<file path="src/logic/ddsp_pkg.sv">
// Purpose: Shared constants, types and helpers of the door driver serial diagnosis block
// Assumes: 16-bit frames, four status words, eight gateable power stages
// Notes: Flag masks keep unconnected status positions at zero
package ddsp_pkg;

  localparam int FRAME_BITS = 16;
  localparam int WORD_FLAGS = 10;
  localparam int NUM_WORDS = 4;
  localparam int CTRL_BITS = 13;
  localparam int NUM_STAGES = 8;

  localparam logic [4:0] FRAME_LEN = 5'h10;

  // Received frame layout
  localparam int ADDR_LSB = 0;
  localparam int ADDR_MSB = 1;
  localparam int CLR_POS = 2;
  localparam int CTRL_LSB = 3;

  // Returned word layout
  localparam int FLAG_LSB = 6;
  localparam int SUPPLY_POS = 5;
  localparam int TSD_POS = 4;
  localparam int TW_POS = 3;

  // Status word addresses
  localparam logic [1:0] ADDR_LH_OVL = 2'h0;
  localparam logic [1:0] ADDR_LH_OPL = 2'h1;
  localparam logic [1:0] ADDR_ML_OVL = 2'h2;
  localparam logic [1:0] ADDR_ML_OPL = 2'h3;
  localparam logic [1:0] ADDR_RESET = ADDR_LH_OVL;

  // Control words that steer the power stages
  localparam logic [1:0] CTRL_ON_WORD = 2'h0;
  localparam logic [1:0] CTRL_SEL_A_WORD = 2'h1;
  localparam logic [1:0] CTRL_SEL_B_WORD = 2'h3;
  localparam logic [CTRL_BITS-1:0] CTRL_RESET = 13'h0000;

  // Connected flag positions per word, word 3 first
  localparam logic [NUM_WORDS-1:0][WORD_FLAGS-1:0] FLAG_MASK =
    {10'h2BF, 10'h3FF, 10'h2A8, 10'h3F8};

  typedef enum logic [1:0] {
    DDSP_IDLE = 2'b01,
    DDSP_SHIFT = 2'b10
  } ddsp_state_t;

  // Error indications of the three words other than w, highest word first
  function automatic logic [2:0] ddsp_other_errors(input logic [3:0] ef, input logic [1:0] w);
    logic [2:0] r;
    r = 3'h0;
    unique case (w)
      2'h0: r = {ef[3], ef[2], ef[1]};
      2'h1: r = {ef[3], ef[2], ef[0]};
      2'h2: r = {ef[3], ef[1], ef[0]};
      2'h3: r = {ef[2], ef[1], ef[0]};
    endcase
    return r;
  endfunction

endpackage

</file>
<file path="src/logic/ddsp_gate_if.sv">
// Purpose: Carries stage on and gate selection bits to the PWM gating module
// Assumes: Widths from the shared package
// Notes: ctrl side drives, gate side listens
interface ddsp_gate_if;
  import ddsp_pkg::*;
  logic [NUM_STAGES-1:0] stage_on;
  logic [NUM_STAGES-1:0] gate_a_select;
  logic [NUM_STAGES-1:0] gate_b_select;
  modport ctrl (output stage_on, output gate_a_select, output gate_b_select);
  modport gate (input stage_on, input gate_a_select, input gate_b_select);
endinterface

</file>
<file path="src/logic/ddsp_pwm_gate.sv">
// Purpose: Gates each power stage by its on bit and the two direct gate pins
// Assumes: Gate pins are asynchronous and pass two flip-flops first
// Notes: Stage drive is registered, three clocks behind a pin change
module ddsp_pwm_gate
  import ddsp_pkg::*;
(
  input wire logic sys_clk_in,
  input wire logic rstn_in,
  input wire logic direct_gate_input_a_in,
  input wire logic direct_gate_input_b_in,
  ddsp_gate_if.gate cfg,
  output logic [NUM_STAGES-1:0] stage_drive_out
);

  typedef struct packed {
    logic [1:0] a_s;
    logic [1:0] b_s;
    logic [NUM_STAGES-1:0] drive;
  } ddsp_gate_st_t;

  ddsp_gate_st_t st_r;
  ddsp_gate_st_t st_nxt;

  always_comb begin
    st_nxt = st_r;
    st_nxt.a_s = {st_r.a_s[0], direct_gate_input_a_in};
    st_nxt.b_s = {st_r.b_s[0], direct_gate_input_b_in};
    // Unselected stages follow the on bit; selected ones OR their pins
    st_nxt.drive = cfg.stage_on & ((~cfg.gate_a_select & ~cfg.gate_b_select)
                 | (cfg.gate_a_select & {NUM_STAGES{st_r.a_s[1]}})
                 | (cfg.gate_b_select & {NUM_STAGES{st_r.b_s[1]}}));
  end

  always_ff @(posedge sys_clk_in) begin
    if (!rstn_in) begin
      st_r <= '0;
    end else begin
      st_r <= st_nxt;
    end
  end

  assign stage_drive_out = st_r.drive;
endmodule // ddsp_pwm_gate

</file>
<file path="src/logic/ddsp_spi_diag.sv">
// Purpose: Serial diagnosis port, status words and stage control of the door driver
// Assumes: Serial clock idles low, data out changes on falling and is sampled on rising edges
// Notes: All pins pass two flip-flops; a frame counts only with at least 16 falling edges
// What this block does
// - Set low-side overload bit on shutdown
// - Set high-side overload bit on shutdown
// - Set open-load bit on undercurrent
// - Unconnected status positions always read low
// - Two address bits pick returned word
// - Bits 5..3 carry supply, shutdown, warning
// - Summary bit ORs all word errors
// - Summary bit shown before first clock
// - Sixteen bits follow the summary bit
// - Plain shift register, daisy-chain capable
// - Frame takes effect at chip select rise
// - Word returned in the frame after address
// - Status address resets to zero
// - Clear happens after next frame shifts out
// - Any word clear also clears thermal shutdown
// - Control words one, three hold selections
// - Unselected stage follows only its on bit
// - Selected stage follows its gate pin
// - Both selected: either pin turns stage on
module ddsp_spi_diag
  import ddsp_pkg::*;
(
  input wire logic sys_clk_in,
  input wire logic rstn_in,
  input wire logic sclk_in,
  input wire logic chip_select_low_in,
  input wire logic mosi_in,
  output logic miso_out,
  output logic miso_oe_out,
  input wire logic direct_gate_input_a_in,
  input wire logic direct_gate_input_b_in,
  input wire logic [NUM_WORDS*WORD_FLAGS-1:0] status_set_in,
  input wire logic supply_fault_flag_in,
  input wire logic thermal_shutdown_evt_in,
  input wire logic temperature_warning_flag_in,
  output logic [NUM_STAGES-1:0] stage_drive_out
);

  typedef struct packed {
    logic [2:0] sclk_s;
    logic [2:0] csn_s;
    logic [1:0] mosi_s;
    ddsp_state_t state;
    logic [FRAME_BITS-1:0] shreg;
    logic samp;
    logic dout;
    logic [4:0] cnt;
    logic [1:0] sel;
    logic clr_pend;
    logic [NUM_WORDS-1:0][WORD_FLAGS-1:0] stat;
    logic thermal_shutdown_flag;
    logic [NUM_WORDS-1:0][CTRL_BITS-1:0] ctrl;
  } ddsp_st_t;

  ddsp_st_t st_r;
  ddsp_st_t st_nxt;

  logic sclk_rise;
  logic sclk_fall;
  logic csn_fall;
  logic csn_rise;
  logic [NUM_WORDS-1:0] word_err;
  logic error_summary_bit;
  logic [FRAME_BITS-1:0] cur_word;
  logic frame_ok;
  logic [NUM_WORDS*WORD_FLAGS-1:0] set_masked;

  // Edges come from the second and third sync stages only
  assign sclk_rise = st_r.sclk_s[1] & ~st_r.sclk_s[2];
  assign sclk_fall = ~st_r.sclk_s[1] & st_r.sclk_s[2];
  assign csn_fall = ~st_r.csn_s[1] & st_r.csn_s[2];
  assign csn_rise = st_r.csn_s[1] & ~st_r.csn_s[2];
  assign frame_ok = (st_r.cnt == FRAME_LEN);

  assign set_masked = status_set_in & FLAG_MASK;

  always_comb begin
    for (int w = 0; w < NUM_WORDS; w++) begin
      word_err[w] = |st_r.stat[w];
    end
    error_summary_bit = |word_err;
    cur_word = {st_r.stat[st_r.sel],
                supply_fault_flag_in, st_r.thermal_shutdown_flag,
                temperature_warning_flag_in,
                ddsp_other_errors(word_err, st_r.sel)};
  end

  always_comb begin
    st_nxt = st_r;
    st_nxt.sclk_s = {st_r.sclk_s[1:0], sclk_in};
    st_nxt.csn_s = {st_r.csn_s[1:0], chip_select_low_in};
    st_nxt.mosi_s = {st_r.mosi_s[0], mosi_in};
    unique case (st_r.state)
      DDSP_IDLE: begin
        if (csn_fall) begin
          st_nxt.state = DDSP_SHIFT;
          st_nxt.shreg = cur_word;
          st_nxt.dout = error_summary_bit;
          st_nxt.cnt = 5'h00;
        end
      end
      DDSP_SHIFT: begin
        if (sclk_rise) begin
          st_nxt.samp = st_r.mosi_s[1];
        end
        if (sclk_fall) begin
          // Out bit leaves the top while the sampled in bit enters the bottom
          st_nxt.dout = st_r.shreg[FRAME_BITS-1];
          st_nxt.shreg = {st_r.shreg[FRAME_BITS-2:0], st_r.samp};
          if (!frame_ok) begin
            st_nxt.cnt = st_r.cnt + 5'h01;
          end
        end
        if (csn_rise) begin
          st_nxt.state = DDSP_IDLE;
          if (frame_ok) begin
            // The word named last frame has just gone out, so a pending clear runs now
            if (st_r.clr_pend) begin
              st_nxt.stat[st_r.sel] = '0;
              st_nxt.thermal_shutdown_flag = 1'b0;
            end
            st_nxt.ctrl[st_r.shreg[ADDR_MSB:ADDR_LSB]] =
              st_r.shreg[FRAME_BITS-1:CTRL_LSB];
            st_nxt.sel = st_r.shreg[ADDR_MSB:ADDR_LSB];
            st_nxt.clr_pend = st_r.shreg[CLR_POS];
          end
        end
      end
    endcase
    // Hardware events win over a clear in the same cycle
    st_nxt.stat = st_nxt.stat | set_masked;
    st_nxt.thermal_shutdown_flag = st_nxt.thermal_shutdown_flag | thermal_shutdown_evt_in;
  end

  always_ff @(posedge sys_clk_in) begin
    if (!rstn_in) begin
      st_r <= '0;
      st_r.state <= DDSP_IDLE;
      st_r.csn_s <= 3'h7;
      st_r.sel <= ADDR_RESET;
      st_r.ctrl <= {NUM_WORDS{CTRL_RESET}};
    end else begin
      st_r <= st_nxt;
    end
  end

  assign miso_out = st_r.dout;
  assign miso_oe_out = (st_r.state == DDSP_SHIFT);

  ddsp_gate_if gate_bus ();

  assign gate_bus.stage_on = st_r.ctrl[CTRL_ON_WORD][NUM_STAGES-1:0];
  assign gate_bus.gate_a_select = st_r.ctrl[CTRL_SEL_A_WORD][NUM_STAGES-1:0];
  assign gate_bus.gate_b_select = st_r.ctrl[CTRL_SEL_B_WORD][NUM_STAGES-1:0];

  ddsp_pwm_gate u_gate (
    .sys_clk_in(sys_clk_in),
    .rstn_in(rstn_in),
    .direct_gate_input_a_in(direct_gate_input_a_in),
    .direct_gate_input_b_in(direct_gate_input_b_in),
    .cfg(gate_bus.gate),
    .stage_drive_out(stage_drive_out)
  );
endmodule // ddsp_spi_diag

</file>
<file path="config.mk">
export PLATFORM = sky130hd
export DESIGN_NAME = ddsp_spi_diag
export DESIGN_NICKNAME = d
export VERILOG_FILES = /design/src/logic/ddsp_pkg.sv /design/src/logic/ddsp_gate_if.sv /design/src/logic/ddsp_pwm_gate.sv /design/src/logic/ddsp_spi_diag.sv
export SDC_FILE = /design/constraint.sdc
export NUM_CORES = 1
export LEC_CHECK = 0
export BUFFER_PORTS_ARGS = -buffer_cell sky130_fd_sc_hd__buf_4
export CORE_MARGIN = 2
export CORE_UTILIZATION = 46
export DETAILED_ROUTE_END_ITERATION = 8
export PLACE_DENSITY_LB_ADDON = 0.1
export SETUP_SLACK_MARGIN = 0.5
export SYNTH_ARGS = -nofsm -noshare
export SYNTH_HDL_FRONTEND = slang
export SYNTH_SLANG_ARGS = --single-unit
</file>
<file path="constraint.sdc">
create_clock -name sys_clk_in -period 2.25 [get_ports sys_clk_in]
set_input_delay 0.225 -clock sys_clk_in [delete_from_list [all_inputs] [get_ports sys_clk_in]]
set_output_delay 0.225 -clock sys_clk_in [all_outputs]
set_load 0.03 [all_outputs]
</file>
==> results of run 1 <==
[layer usage]
layer | global-route usage [%] | routed length, um
met1 | 26.1 | 4960
met4 | 7.72 | 128
met3 | 4.78 | 321
met2 | 34.8 | 5290
met5 | 0 | 0
[cells in the final DEF, fill, tap and decap left out, drive strengths merged, types with 8 or more instances in the layout]
master,n
clkinv,8
nand2,46
a21oi,55
dlygate4sd3,33
nor4,8
dfxtp,113
mux2i,21
nand3,18
and3,21
clkbuf,20
and2,9
o21ai,42
mux4,10
a22oi,8
nor2,50
buf,63
[layout make-up]
cell class,instances,share of cell area (%)
sequential,113,38.1
multi-input combinational,333,36.1
timing repair buffer,96,13.8
clock buffer,20,7.31
tap,133,2.79
clock inverter,11,1.53
inverter,5,0.357
[report_power, final]
| group | total (uW) | leakage, uW | internal [uW] | switching, uW |
|---|---|---|---|---|
| Sequential | 2200 | 0.000929 | 2100 | 95.5 |
| Clock | 2360 | 0.000256 | 1470 | 888 |
| Combinational | 421 | 0.00124 | 210 | 211 |
| Total | 4980 | 0.00242 | 3780 | 1190 |
[what timing repair did]
item                                   4_1_cts  5_1_grt
cloned                                       1        0
setup buffers                                4        0
hold buffers                                33        0
setup endpoints to repair                   41       64
gates resized for setup                     13       14
pin swaps                                   12        2
endpoints found under the hold margin       33        0
[worst max-delay path: stages (launching register included)]
cell	delay, ps
sky130_fd_sc_hd__dfxtp_2	320
sky130_fd_sc_hd__inv_1	70
sky130_fd_sc_hd__ha_2	180
sky130_fd_sc_hd__nand4bb_1	120
sky130_fd_sc_hd__buf_6	160
sky130_fd_sc_hd__or4_4	490
sky130_fd_sc_hd__a21oi_1	180
sky130_fd_sc_hd__nor2_1	50
[through the flow]
step | hold slack [ps] | area [um2] | setup slack [ps] | utilization, % | instances
2_1_floorplan | 326 | 4560 | 506 | - | 491
3_3_place_gp | 394 | 4960 | 368 | 51.3 | 642
3_5_place_dp | 404 | 4960 | 312 | 51.3 | 642
4_1_cts | 1.14 | 5910 | 348 | 61.0 | 711
5_1_grt | 9.49 | 5950 | 476 | 61.5 | 711
6_report | 12.5 | 5950 | 566 | 61.5 | 711
[cells by family after synthesis]
logic type | count (synthesis) | share of synthesized area (%)
AND/OR/NAND/NOR | 181 | 20.2
adder cells (fa/ha/maj) | 2 | 0.549
multiplexers | 31 | 9.55
AO/OA/AOI/OAI | 118 | 14.9
flip-flops | 113 | 49.6
buffers and inverters | 46 | 5.16
[how the worst max path moves through the flow]
| stage | startpoint | slack [ps] | endpoint | cells past startpoint |
|---|---|---|---|---|
| after floorplan | st_r[96] | 510 | register | 9 |
| after global placement | st_r[96] | 370 | st_r[68] | 7 |
| after detailed placement | st_r[96] | 310 | st_r[70] | 7 |
| after CTS | st_r[119] | 350 | miso_oe_out | 4 |
| after global routing | st_r[96] | 480 | st_r[66] | 7 |
| final | st_r[96] | 570 | st_r[70] | 7 |
==> metrics.yaml, run 1 <==
status:
  run_status: "complete, no violations"
die:
  die_area_um2: 10700
  fp.dieH_um: 104
  die_w_um: 104
  placementRows: 36
  io-pin-count: 60
  coreArea_um2: 9680
  initial_core_util_pct: 47.1
synth:
  ys_warn_count: 0
  post_synth.cell_area_avg_um2: 9.28
  most_common_cell_in_the_synthesized_netlist: "sky130_fd_sc_hd__dfxtp_1"
  synth_area_um2: 4560
  synth_cell_type_count: 44
  ys_ff_latch: 113
  yosysTopAreaCellShare_pct: 49.6
  synth.largest_area_cell: "sky130_fd_sc_hd__dfxtp_1"
  synth_top_cells_by_area: "sky130_fd_sc_hd__dfxtp_1, sky130_fd_sc_hd__a21oi_1, sky130_fd_sc_hd__mux4_2"
  yosys-top-cells-count: "sky130_fd_sc_hd__dfxtp_1, sky130_fd_sc_hd__a21oi_1, sky130_fd_sc_hd__nor2_1"
  post_synth_net_total: 543
  async_reset_ff_share_pct: 0
  synth_top_flop_cell: "sky130_fd_sc_hd__dfxtp_1"
  synth_cells: 491
  synth-edff-count: 0
  part_of_the_yosys_area_used_for_sequential_elements_pct: 49.6
placement:
  detailedPlacementHpwl_mm: 6.92
  place.port_buffers: 48
  gp_congestion: 0.814
finish:
  fin_nets: 618
  share_of_final_layout_standard_cells_stronger_than_drive_strength_1_pct: 23.7
  multiInputGateArea_um2: 2150
  fill_cells: 855
  antenna_cells: 0
  syn2layout_area_growth_pct: 30.6
  seq_area_um2: 2270
timing:
  setup_tns_ps: 0
  slew_worst_pin_ps: 508
  finalSetupViolations: 0
  final-max-slew-violation-count: 0
  worst_slew_margin_rel_pct: 65.9
  timing_limited_maximum_frequency_ghz: 0.594
  fin_skew_ps: 8.96
  hold_viol: 0
  rsz_0062_raised_after_global_routing: "true"
  post-route-period-util_pct: 74.8
  fin_crit_ps: 1680
flow_run:
  cap_violations: 0
setup_path:
  crit_required_ps: 2630
  critical_path_class: "register to register"
  cp.arrival_ps: 2070
  worst-r2r-setup-slack_ps: 570
  endpoint_kind: "register"
  critPathLaunchType: "register"
  timing.critical_path.fanout_max: 10
  worst_r2r_startpoint: "st_r[96]"
  reg2reg_to: "st_r[70]"
  r2r_cells: 7
route:
  routed_wirelength_mm: 10.7
  drtAntennaViolNets: 0
  drt-wirelength-per-cell_um: 15.0
  route.detailed.vias_per_inst: 5.35
  drt-pass1-iter-count: 5
  drt_first_iter_violations: 131
  post-route-drc-count: 0
  routed-via-count: 3804
clocking:
  cts_root_buffer: "sky130_fd_sc_hd__clkbuf_8"
  cts_tree: "done"
  worst_setup_hold_path_clk_slew_ps: 50
  clk_path_buf_depth: 2
  cts_max_level: 4
  tritoncts_num_sinks: 113
  cts-buffers-inserted: 17
  clk_latency_ps: 500
min_path:
  hold_path.class: "input pin to register"
  min_delay_worst_endpoint: "st_r[73]"
  hold_path_startpoint: "status_set_in[20]"
  timing.hold.worst_path_depth: 3
grt:
  grt_pass1_wl_mm: 18.0
  grt_overflow_total: 0
  via_count_of_the_first_global_routing_pass: 3651
  grt_max_degree: 42
  gr_util_all_layers_pct: 20.7
  grt_antenna_before_repair: 0
power_and_ir_drop:
  total_power_uw: 4980
  p_per_area_nw_per_um2: 836
  leak_pwr_uw: 0.00242
  worst_ir_drop_vdd_mv: 0.467
Power figures use the tool's default switching activity.
==> run 2: changes to the inputs <==
ABC_AREA = 1   (was unset)
clock period = 1.4 ns   (was 2.25 ns; I/O delays follow)
==> metrics.yaml, run 2 <==
synth:
  synth.largest_area_cell: "sky130_fd_sc_hd__dfxtp_1"
  post_synth_net_total: 681
  part_of_the_yosys_area_used_for_sequential_elements_pct: 49.7
  synth_cell_type_count: 29
  ys_ff_latch: 113
  async_reset_ff_share_pct: 0
  yosysTopAreaCellShare_pct: 49.7
  synth-edff-count: 0
  most_common_cell_in_the_synthesized_netlist: "sky130_fd_sc_hd__nand2_1"
  ys_warn_count: 0
  yosys-top-cells-count: "sky130_fd_sc_hd__nand2_1, sky130_fd_sc_hd__dfxtp_1, sky130_fd_sc_hd__nor2_1"
  synth_area_um2: 4550
  synth_cells: 629
  synth_top_cells_by_area: "sky130_fd_sc_hd__dfxtp_1, sky130_fd_sc_hd__nand2_1, sky130_fd_sc_hd__a21oi_1"
  synth_top_flop_cell: "sky130_fd_sc_hd__dfxtp_1"
  post_synth.cell_area_avg_um2: 7.24
grt:
  gr_util_all_layers_pct: 25.1
  via_count_of_the_first_global_routing_pass: 4346
  grt_max_degree: 36
  grt_overflow_total: 0
  grt_pass1_wl_mm: 20.4
  grt_antenna_before_repair: 0
placement:
  place.port_buffers: 48
  detailedPlacementHpwl_mm: 7.43
  pre_cts_slack_ps: -96.7
  gp_congestion: 0.884
  dp_cells: 812
clocking:
  cts-buffers-inserted: 17
  cts_root_buffer: "sky130_fd_sc_hd__clkbuf_8"
  clk_path_buf_depth: 2
  tritoncts_num_sinks: 113
  worst_setup_hold_path_clk_slew_ps: 60
  clk_latency_ps: 520
  cts_tree: "done"
  cts_max_level: 4
finish:
  final_cell_count_no_fill: 903
  fin_nets: 810
  layout.cells.most_common_list: "sky130_fd_sc_hd__nand2_1, sky130_fd_sc_hd__dfxtp_1, sky130_fd_sc_hd__nor2_1, sky130_fd_sc_hd__buf_4, sky130_fd_sc_hd__a21oi_1"
  syn2layout_area_growth_pct: 55.1
  share_of_final_layout_standard_cells_stronger_than_drive_strength_1_pct: 35.2
  antenna_cells: 0
  most_common_cell_after_layout_fill_and_taps_aside: "sky130_fd_sc_hd__nand2_1"
timing:
  post-route-worst-setup-slack_ps: -93.2
  hold_viol: 0
  fin_crit_ps: 1490
  fin_skew_ps: 12.2
  slew_worst_pin_ps: 405
  worst_slew_margin_rel_pct: 73.0
  timing_limited_maximum_frequency_ghz: 0.670
  rsz_0062_raised_after_global_routing: "true"
  post-route-period-util_pct: 107
  final-max-slew-violation-count: 0
  setup_tns_ps: -3460
  finalSetupViolations: 59
setup_path:
  crit_required_ps: 1810
  worst_path_dominant_cell_family: "simple AND/OR/NAND/NOR gates"
  worstSetupStartpoint: "st_r[96]"
  endpoint_kind: "register"
  cpPeakStageDelay_ps: 320
  cpMostUsedCell: "sky130_fd_sc_hd__nand2_4"
  cp.arrival_ps: 1900
  cell_chain_critical_path: "inv_2, ha_4, nand2_4, nor2_4, nand2_4, nor2_4, buf_6, nand2_4, a21oi_2, nor2_1"
  worst-path-buf-inv: 2
  timing.critical_path.fanout_max: 5
  critical_path.slowest_cell: "sky130_fd_sc_hd__dfxtp_2"
  critPathLaunchType: "register"
  critical_path_class: "register to register"
  worst_r2r_startpoint: "st_r[96]"
power_and_ir_drop:
  p_per_area_nw_per_um2: 1260
  worst_ir_drop_vdd_mv: 0.981
  leak_pwr_uw: 0.00305
status:
  violations: "negative setup slack"
  run_status: "finished, violations left"
die:
  die_w_um: 103
  fp.dieH_um: 103
  initial_core_util_pct: 47.0
  coreArea_um2: 9680
  placementRows: 36
  die_area_um2: 10700
  io-pin-count: 60
route:
  routed-via-count: 4570
  drt-wirelength-per-cell_um: 14.2
  drtAntennaViolNets: 0
  routed_wirelength_mm: 12.8
  route.detailed.vias_per_inst: 5.06
  post-route-drc-count: 0
  drt_first_iter_violations: 260
  drt-pass1-iter-count: 5
min_path:
  hold_path_startpoint: "rstn_in"
  hold_path.class: "input pin to register"
flow_run:
  cap_violations: 0
[run 2: cell type report]
| class | instances | area, um2 |
|---|---|---|
| fillers | 710 | 2620 |
| multi-input cells | 439 | 2490 |
| flip-flops and latches | 113 | 2280 |
| repair buffers | 139 | 1340 |
| clock buffers | 20 | 435 |
| inverters | 48 | 210 |
| well taps | 133 | 166 |
| clock inverters | 11 | 139 |
[run 2: through the flow]
stage	hold WS [ps]	utilization, %	power, uW	instance area [um2]
after floorplan	238	-	3990	4660
after global placement	321	54.6	4270	5290
after detailed placement	324	54.6	4290	5290
after CTS	80.4	69.8	8770	6760
after global routing	92.4	72.9	9190	7060
final	85.0	72.9	8880	7060
[run 2: path summary, 6_finish.rpt]
check                     to  slack (ps)  cells past startpoint
max reg2reg         st_r[77]         -90                     10
min reg2reg  u_gate.st_r[11]         410                      2
min                 st_r[61]          80                      4
max                 st_r[77]         -90                     10
[run 2: routing by layer]
layer / GRT usage (%) / part of all wire [%] / up-vias
li1: - / - / 2276
met3: 7.66 / 5.4 / 15
met4: 7.09 / 1.1 / 0
met1: 30.6 / 43 / 2156
met5: 0 / 0 / -
met2: 42.8 / 50 / 123
[run 2: logic make-up (layout without fill, tap and decap cells)]
logic type,count (synthesis),after routing,share of synthesized area (%)
flip-flops,113,113,49.7
AND/OR/NAND/NOR,303,306,27.5
AO/OA/AOI/OAI,130,130,14.6
adder cells (fa/ha/maj),2,2,0.550
XOR/XNOR,1,1,0.192
buffers and inverters,80,218,7.47
[run 2: timing repair]
action / in CTS / in global routing
pin swaps: 13 / 30
hold buffers: 37 / 0
endpoints found under the setup margin: 103 / 107
buffers inserted: 12 / 6
endpoints found under the hold margin: 37 / 0
cloned: 4 / 1
gates resized for setup: 103 / 68
[run 2: power breakdown]
group | total (uW) | internal (uW) | switching [uW]
Combinational | 1120 | 571 | 553
Clock | 4200 | 2730 | 1470
Sequential | 3560 | 3380 | 177
[run 2: tightest hold or removal path, delay by kind of cell]
family                 cells  cell delay, ps
and+or+nand+nor            1             100
buffers and inverters      3             330
